===== src/verilog/dsp_guard_pkg.sv =====
// shared constants for the processor run control and memory write guard
package dsp_guard_pkg;
   localparam int          ADDR_W        = 16;           // register address width
   localparam int          DATA_W        = 32;           // register data width
   localparam int          RAM_W         = 28;           // data memory word width
   localparam int          RAM_IDX_W     = 6;            // data memory index width
   localparam logic [15:0] RAM_FIRST     = 16'h4380;     // first data memory address
   localparam logic [15:0] RAM_LAST      = 16'h43be;     // last data memory address
   localparam int          RAM_DEPTH     = 63;           // locations in the window
   localparam logic [15:0] LOCK_CTRL_ADDR = 16'he7e3;    // lock control location
   localparam logic [15:0] LOCK_KEY_ADDR = 16'he7fe;     // key location
   localparam logic [15:0] RUN_ADDR      = 16'he228;     // processor run register
   localparam logic [15:0] EVT_FLAG_ADDR = 16'he502;     // first event flag register
   localparam logic [15:0] EVT_EN_ADDR   = 16'he50a;     // first event enable register
   localparam logic [15:0] SOFT_RST_ADDR = 16'he618;     // software reset register
   localparam int          SOFT_RST_BIT  = 7;            // software reset trigger bit
   localparam int          DONE_BIT      = 17;           // computation-done position
   localparam logic [7:0]  KEY_VALUE     = 8'had;        // unlock key
   localparam logic [7:0]  LOCK_ON       = 8'h80;        // lock control: protect
   localparam logic [7:0]  LOCK_OFF      = 8'h00;        // lock control: release
   localparam logic [15:0] RUN_RESET     = 16'h0000;     // run register reset value
   localparam logic [15:0] RUN_GO        = 16'h0001;     // run register start value
   localparam logic [15:0] RUN_HALT      = 16'h0000;     // run register stop value
   localparam int          CLK_HZ        = 100000000;    // core clock rate
   localparam int          CYCLE_HZ      = 8000;         // computation repetition rate
   localparam int          CYCLE_CLKS    = CLK_HZ / CYCLE_HZ; // clocks per computation
   // host command codes
   typedef enum logic [2:0] {
      OP_READ  = 3'b000,
      OP_WRITE = 3'b001,
      OP_RAMWR = 3'b010,
      OP_LOCK  = 3'b011,
      OP_UNLOCK = 3'b100,
      OP_START = 3'b101,
      OP_STOP  = 3'b110
   } host_op_t;
endpackage


===== src/verilog/reg_link_if.sv =====
// parallel register port between host and metering device, one clock
`timescale 1ns/100ps
interface reg_link_if (
   input wire logic clk
);
   import dsp_guard_pkg::*;
   logic              req;          // host holds a request until ack
   logic              we;           // request is a write
   logic [ADDR_W-1:0] addr;         // register address
   logic [DATA_W-1:0] wdata;        // write data
   logic [DATA_W-1:0] rdata;        // read data, valid with ack
   logic              ack;          // one-cycle answer
   logic              evt_req_n;    // first event request pin, active low

   modport device (input clk, input req, input we, input addr, input wdata,
                   output rdata, output ack, output evt_req_n);
   modport host   (input clk, output req, output we, output addr, output wdata,
                   input rdata, input ack, input evt_req_n);
endinterface


===== src/verilog/dsp_guard_dev.sv =====
// device end: processor run control, event flag and guarded data memory
// Functional notes
// [RULE1] running processor computes once per 8 kHz
// [RULE2] end of computation sets done flag bit17
// [RULE3] enabled done flag drives request pin low
// [RULE4] writing one to bit17 clears flag, pin
// [RULE5] memory window 0x4380..0x43be, 28-bit words
// [RULE6] window writes pass two-stage pipeline
// [RULE7] after reset idle, memory zero, accessible
// [RULE8] run resets zero; one starts processor
// [RULE9] writing zero to run halts processor
// [RULE10] lock off at reset; locked writes ignored
// [RULE11] window reads always return data
// [RULE12] key then 0x80 at control locks
// [RULE13] key then 0x00 at control unlocks
// [RULE14] host locks before starting processor
// [RULE15] memory updates accepted while running
// [RULE16] host bring-up: init, lock, verify, run
// [RULE17] restart: run again, or reset first
// [RULE18] host stops processor before leaving full power
// [RULE19] lock changes only right after key
`timescale 1ns/100ps
module dsp_guard_dev #(
   parameter int CYCLE_CLKS_P = dsp_guard_pkg::CYCLE_CLKS   // clocks per computation
) (
   input wire logic         rstn,
   reg_link_if.device       link,
   output logic             running,
   output logic             locked,
   output logic             done_pulse
);
   import dsp_guard_pkg::*;

   logic                 clk;              // core clock from the link
   logic                 take;             // request accepted this cycle
   logic                 wr;               // accepted write
   logic                 in_ram;           // address inside the window
   logic [RAM_IDX_W-1:0] idx;              // window index of the address
   logic                 ram_wr;           // window write that is not blocked
   logic                 soft_rst;         // software reset strobe
   logic [15:0]          run_r;            // processor run register
   logic                 lock_r;           // write protection state
   logic                 key_ok_r;         // previous write was the correct key
   logic [31:0]          cnt_r;            // computation cycle counter
   logic                 tick;             // end of a computation
   logic                 flag_r;           // computation-done flag
   logic                 flag_nxt;
   logic [DATA_W-1:0]    en_r;             // first event enable register
   logic                 evt_n_r;          // request pin flop
   logic                 ack_r;
   logic [DATA_W-1:0]    rdata_r;
   logic [DATA_W-1:0]    rd_nxt;
   logic                 done_r;
   // two pipeline stages ahead of the memory
   logic                 s1_v_r, s2_v_r;
   logic [RAM_IDX_W-1:0] s1_i_r, s2_i_r;
   logic [RAM_W-1:0]     s1_d_r, s2_d_r;
   logic [RAM_W-1:0]     ram_r [RAM_DEPTH];

   assign clk  = link.clk;
   // one request taken per handshake; ack masks the still-held req
   assign take = link.req && !ack_r;
   assign wr   = take && link.we;
   assign in_ram = (link.addr >= RAM_FIRST) && (link.addr <= RAM_LAST);   // RULE5
   assign idx    = RAM_IDX_W'(link.addr - RAM_FIRST);
   assign ram_wr = wr && in_ram && !lock_r;   // RULE10
   assign soft_rst = wr && (link.addr == SOFT_RST_ADDR) && link.wdata[SOFT_RST_BIT];
   assign tick = run_r[0] && (cnt_r == 32'(CYCLE_CLKS_P - 1));

   // run register: reset, soft reset, start and halt
   always_ff @(posedge clk or negedge rstn) begin
      if (!rstn) begin
         run_r <= RUN_RESET;   // RULE8
      end else if (soft_rst) begin
         run_r <= RUN_RESET;   // RULE7
      end else if (wr && link.addr == RUN_ADDR) begin
         // any value is stored; only bit 0 decides execution
         run_r <= link.wdata[15:0];   // RULE8 RULE9
      end
   end

   // computation timer; restarts from zero on every start
   always_ff @(posedge clk or negedge rstn) begin
      if (!rstn) begin
         cnt_r <= 32'h0000_0000;
      end else if (!run_r[0] || tick) begin
         cnt_r <= 32'h0000_0000;   // RULE1
      end else begin
         cnt_r <= cnt_r + 32'h0000_0001;
      end
   end

   // done flag: a new completion beats a same-cycle clear
   always_comb begin
      flag_nxt = flag_r;
      if (wr && link.addr == EVT_FLAG_ADDR && link.wdata[DONE_BIT]) begin
         flag_nxt = 1'b0;   // RULE4
      end
      if (soft_rst) begin
         flag_nxt = 1'b0;
      end
      if (tick) begin
         flag_nxt = 1'b1;   // RULE2
      end
   end

   always_ff @(posedge clk or negedge rstn) begin
      if (!rstn) begin
         flag_r  <= 1'b0;
         evt_n_r <= 1'b1;
         done_r  <= 1'b0;
      end else begin
         flag_r  <= flag_nxt;
         // pin falls with the flag while enable bit17 is set, and rises when flag or enable clears
         evt_n_r <= !(flag_nxt && en_r[DONE_BIT]);   // RULE3 RULE4
         done_r  <= tick;
      end
   end

   // event enable register
   always_ff @(posedge clk or negedge rstn) begin
      if (!rstn) begin
         en_r <= 32'h0000_0000;
      end else if (soft_rst) begin
         en_r <= 32'h0000_0000;
      end else if (wr && link.addr == EVT_EN_ADDR) begin
         en_r <= link.wdata;
      end
   end

   // key tracker: only the very next write may use the key
   always_ff @(posedge clk or negedge rstn) begin
      if (!rstn) begin
         key_ok_r <= 1'b0;
      end else if (soft_rst) begin
         key_ok_r <= 1'b0;
      end else if (wr) begin
         key_ok_r <= (link.addr == LOCK_KEY_ADDR) && (link.wdata[7:0] == KEY_VALUE);   // RULE19
      end
   end

   // protection state; unknown control values leave it alone
   always_ff @(posedge clk or negedge rstn) begin
      if (!rstn) begin
         lock_r <= 1'b0;   // RULE10
      end else if (soft_rst) begin
         lock_r <= 1'b0;
      end else if (wr && link.addr == LOCK_CTRL_ADDR && key_ok_r) begin
         if (link.wdata[7:0] == LOCK_ON) begin
            lock_r <= 1'b1;   // RULE12
         end else if (link.wdata[7:0] == LOCK_OFF) begin
            lock_r <= 1'b0;   // RULE13
         end
      end
   end

   // write pipeline: a value lands only after two further window writes
   always_ff @(posedge clk or negedge rstn) begin
      if (!rstn) begin
         s1_v_r <= 1'b0;
         s2_v_r <= 1'b0;
         s1_i_r <= '0;
         s2_i_r <= '0;
         s1_d_r <= '0;
         s2_d_r <= '0;
      end else if (soft_rst) begin
         s1_v_r <= 1'b0;
         s2_v_r <= 1'b0;
      end else if (ram_wr) begin
         // accepted regardless of run state, so updates work live
         s1_v_r <= 1'b1;   // RULE6 RULE15
         s1_i_r <= idx;
         s1_d_r <= link.wdata[RAM_W-1:0];
         s2_v_r <= s1_v_r;
         s2_i_r <= s1_i_r;
         s2_d_r <= s1_d_r;
      end
   end

   // memory words, one flop group per location
   for (genvar g = 0; g < RAM_DEPTH; g++) begin : g_ram
      always_ff @(posedge clk or negedge rstn) begin
         if (!rstn) begin
            ram_r[g] <= '0;   // RULE7
         end else if (soft_rst) begin
            ram_r[g] <= '0;
         end else if (ram_wr && s2_v_r && s2_i_r == RAM_IDX_W'(g)) begin
            ram_r[g] <= s2_d_r;   // RULE6
         end
      end
   end

   // read multiplexer; unmapped and write-only addresses read zero
   always_comb begin
      rd_nxt = '0;
      if (in_ram) begin
         rd_nxt = {{(DATA_W-RAM_W){1'b0}}, ram_r[idx]};   // RULE11
      end else if (link.addr == RUN_ADDR) begin
         rd_nxt = {16'h0000, run_r};
      end else if (link.addr == EVT_FLAG_ADDR) begin
         rd_nxt = DATA_W'(flag_r) << DONE_BIT;
      end else if (link.addr == EVT_EN_ADDR) begin
         rd_nxt = en_r;
      end
   end

   // answer one cycle after the request is taken
   always_ff @(posedge clk or negedge rstn) begin
      if (!rstn) begin
         ack_r   <= 1'b0;
         rdata_r <= '0;
      end else begin
         ack_r <= take;
         if (take && !link.we) begin
            rdata_r <= rd_nxt;
         end
      end
   end

   assign link.ack       = ack_r;
   assign link.rdata     = rdata_r;
   assign link.evt_req_n = evt_n_r;
   assign running        = run_r[0];
   assign locked         = lock_r;
   assign done_pulse     = done_r;
endmodule


===== src/flat_wrapper.sv =====
// flat-port wrapper written by rule: the top's interface ports become plain ports
module dsp_guard_dev_flat import dsp_guard_pkg::*;
#(
   parameter int CYCLE_CLKS_P = dsp_guard_pkg::CYCLE_CLKS                            
)
  (rstn, running, locked, done_pulse, clk, link_req, link_we, link_addr, link_wdata, link_rdata, link_ack, link_evt_req_n);
  reg_link_if link_i (.clk(clk));
  input wire logic rstn;
  output logic running;
  output logic locked;
  output logic done_pulse;
  input wire logic clk;
  input wire logic [$bits(link_i.req)-1:0] link_req;
  input wire logic [$bits(link_i.we)-1:0] link_we;
  input wire logic [$bits(link_i.addr)-1:0] link_addr;
  input wire logic [$bits(link_i.wdata)-1:0] link_wdata;
  output wire logic [$bits(link_i.rdata)-1:0] link_rdata;
  output wire logic [$bits(link_i.ack)-1:0] link_ack;
  output wire logic [$bits(link_i.evt_req_n)-1:0] link_evt_req_n;
  assign link_i.req = link_req;
  assign link_i.we = link_we;
  assign link_i.addr = link_addr;
  assign link_i.wdata = link_wdata;
  assign link_rdata = link_i.rdata;
  assign link_ack = link_i.ack;
  assign link_evt_req_n = link_i.evt_req_n;
  dsp_guard_dev #(.CYCLE_CLKS_P(CYCLE_CLKS_P)) u_core (.rstn(rstn), .link(link_i), .running(running), .locked(locked), .done_pulse(done_pulse));
endmodule

===== config.mk =====
export PLATFORM = sky130hd
export DESIGN_NAME = dsp_guard_dev_flat
export DESIGN_NICKNAME = d
export VERILOG_FILES = /design/src/verilog/dsp_guard_pkg.sv /design/src/verilog/reg_link_if.sv /design/src/verilog/dsp_guard_dev.sv /design/src/flat_wrapper.sv
export SDC_FILE = /design/constraint.sdc
export NUM_CORES = 2
export LEC_CHECK = 0
export BUFFER_PORTS_ARGS = -buffer_cell sky130_fd_sc_hd__buf_2
export CORE_MARGIN = 1.5
export CORE_UTILIZATION = 27
export CTS_BUF_LIST = sky130_fd_sc_hd__clkbuf_8
export DETAILED_ROUTE_END_ITERATION = 10
export SYNTH_ARGS = -nofsm -noshare
export SYNTH_HDL_FRONTEND = slang
export SYNTH_SLANG_ARGS = --single-unit

===== constraint.sdc =====
create_clock -name clk -period 3 [get_ports clk]
set_input_delay 0.6 -clock clk [delete_from_list [all_inputs] [get_ports clk]]
set_output_delay 0.6 -clock clk [all_outputs]
set_load 0.05 [all_outputs]

==> metrics <==
fin. max-slew vios=0; # setup viols final=0; Die Height=575 um; crit path cell chain=dlygate4sd3_1, buf_2, nor4b_2, nand4_2, or3_1, buf_12, buf_4, a2111oi_0, a211oi_1; Clock Tree Buf Depth=4; Crit. Startpoint=link_addr[11]; GPL Wtd Cong=0.917; HPWL Detailed=188,000 um; Most used DFF post-synth=dfrtp_1; DRT antenna net count=0; Cells after Synth=8,423; Clk pin slew, worst setup/hold paths=0.06 ns; commonest non-fill, non-tap cell in the layout=dfrtp_1; Cells after DPL=12,446; num rows=209; total leakage power=44.9 nW; GRT Overall Usage=17.5%; initial DRC count=6,839; gr ovfl total=0; slowest cell on the critical path=a2111oi_0; flops & latches, synth=1,952; core area=325,000 um2; Avg Synthesized Cell Area=10.5 um2; fraction of layout instances using a drive strength above 1=17.2%; Fmax=360 MHz; RSZ-0062 raised after global routing=no; Hold Path Class=in2async; initial core utilization=27.2%; syn nets=8,476; final non-filler cell total=13,074; Worst EP arrival=3.68 ns; synth top area cells=dfrtp_1, nand3_1, mux4_2, o21ai_0, mux2i_1; Slew @ Worst Pin=1.20 ns; vias per cell=5.34; Yosys top cell by area=dfrtp_1; Async SR Flop Fraction=100%; fin crit share=92.5%; clock network latency to the later pin of the worst-skew pair=1.08 ns; maximum level of the CTS H-tree=5; Yosys cell types=69; Worst Path Required=3.91 ns; most frequent cells in the layout=dfrtp_1, nand3_1, o21ai_0; max_slew headroom=17.9%; I/O Buffers=88; power per standard cell area=510 nW/um2; layout net count=8,559; WL/cell=22.5 um; status=finished, final reports clean; Post-CTS Setup Repair Bufs=0; Cell Area, Synth=88,300 um2; worst-case clock skew=0.0704 ns; max incr delay on CP=0.77 ns; reg2reg start=u_core.ram_r[1656]; vias in the first global route=68,716; Root Buffer=clkbuf_8; Ys Warns=0; fillers=32,766; initial antenna violation count=15; maximum VDD drop=0.394 mV; CTS Hold Bufs=42; post-CTS resize count=0; largest net degree at the start of global routing=171; crit-path max FO=18; first-pass GRT wire length=442,000 um; Worst Setup End Kind=register; endpoints failing hold=0; Min Clock Period, post-route=2.78 ns; Post-synth EDFFs=0; clk sink count=1,952; chip width=575 um; Total Power=53.2 mW; Max Cap Viol=0; TritonCTS Buffers=341; sequential area share after synthesis=55.3%; 1st-pass router iterations=8; Top Ports=89; die area=331,000 um2; Vias=69,855; critical path class=in2reg; Setup crit start kind=primary input; CTS tree=built; final WL=294,000 um; DR DRC count=0; Synth top area share=55.3%; area delta synth->final=18.1%
[cell type report]
type | count | area (um2) | share of cell area, %
Sequential cell | 1952 | 48800 | 46.8
Tap cell | 4325 | 5410 | 5.19
Clock inverter | 156 | 699 | 0.671
Antenna cell | 6 | 15.0 | 0.0144
Inverter | 7 | 26.3 | 0.0252
Multi-Input combinational cell | 5470 | 35200 | 33.8
Clock buffer | 424 | 5840 | 5.60
Timing Repair Buffer | 734 | 8250 | 7.91
[Yosys cell counts (13+ instances only)]
library cell and count:
nor3_1 19, mux2_2 13, nor2_1 160, clkbuf_2 20, buf_4 25, mux4_2 262
a22oi_1 124, o21ai_1 807, o211ai_1 22, nand3_1 1869, o22ai_1 39, a2111oi_0 31
nand2_1 326, dfrtp_1 1951, a22o_1 20, clkbuf_1 332, xor2_1 24, a21oi_1 90
nand3b_1 34, mux2i_1 419, o21ai_0 1015, buf_1 103, buf_2 502, a221oi_1 38
[worst paths after layout]
check                                         to  cells after the start  slack, ns
max reg2reg                 u_core.link.rdata[4]                      8       0.24
max                         u_core.link.rdata[2]                      9       0.22
max in group asynchronous      u_core.ram_r[771]                      4       1.70
min                           u_core.ram_r[1463]                      2       0.11
min reg2reg                u_core.link.evt_req_n                      1       0.44
min in group clk                u_core.s1_i_r[5]                      4       0.13
[stage by stage]
| stage | setup TNS (ns) | instance area [um2] | hold slack, ns | util (%) | setup slack [ns] |
|---|---|---|---|---|---|
| 5_1_grt | 0 | 104000 | 0.0843 | 32.1 | 0.113 |
| 3_5_place_dp | -49.20 | 97300 | 0.409 | 30.0 | -0.688 |
| 2_1_floorplan | 0 | 88300 | 0.304 | - | 0.355 |
| 6_report | 0 | 104000 | 0.113 | 32.1 | 0.225 |
| 3_3_place_gp | -54.74 | 97300 | 0.421 | 30.0 | -0.678 |
| 4_1_cts | 0 | 104000 | 0.0336 | 32.1 | 0.191 |
[sequential cells by signal, summed over array words and instances (netlist names), 16 cells and up]
signal,cells
u_core.link.rdata,32
u_core.en_r,32
u_core.s1_d_r,28
u_core.cnt_r,32
u_core.run_r,16
u_core.ram_r,1764
u_core.s2_d_r,28
[routing by layer]
metal | part of all wire [%] | GRT usage (%) | vias up
li1 | - | - | 30900
met3 | 8.8 | 4.28 | 590
met2 | 45 | 27.0 | 2975
met1 | 41 | 22.9 | 35386
met4 | 4.8 | 8.35 | 4
met5 | 0.0078 | 0 | -
[worst max-delay path, delay by kind of cell]
family,cells,cell delay [ns]
AO/OA/AOI/OAI,2,0.85
AND/OR/NAND/NOR,3,1.15
buffers and inverters,4,1.07
[report_power, final]
group	total [mW]	switching, mW	leakage, nW	internal, mW
combinational	2.89	1.97	13.8	0.924
clock	23.7	10.9	3.85	12.8
sequential	26.6	0.157	27.2	26.4
total	53.2	13.1	44.9	40.1
[kinds of logic (layout without fill, tap and decap cells)]
group | count (synthesis) | count (layout) | share of synthesized area, %
xor+xnor | 28 | 28 | 0.278
other cells | 0 | 6 | 0
mux | 694 | 694 | 11.6
flops | 1952 | 1952 | 55.3
buf+inv | 1001 | 1321 | 5.20
fa+ha+maj | 1 | 1 | 0.0142
simple gates | 2512 | 2512 | 13.9
compound gates | 2235 | 2235 | 13.7
Note: power is estimated with default switching activity, not from simulation.
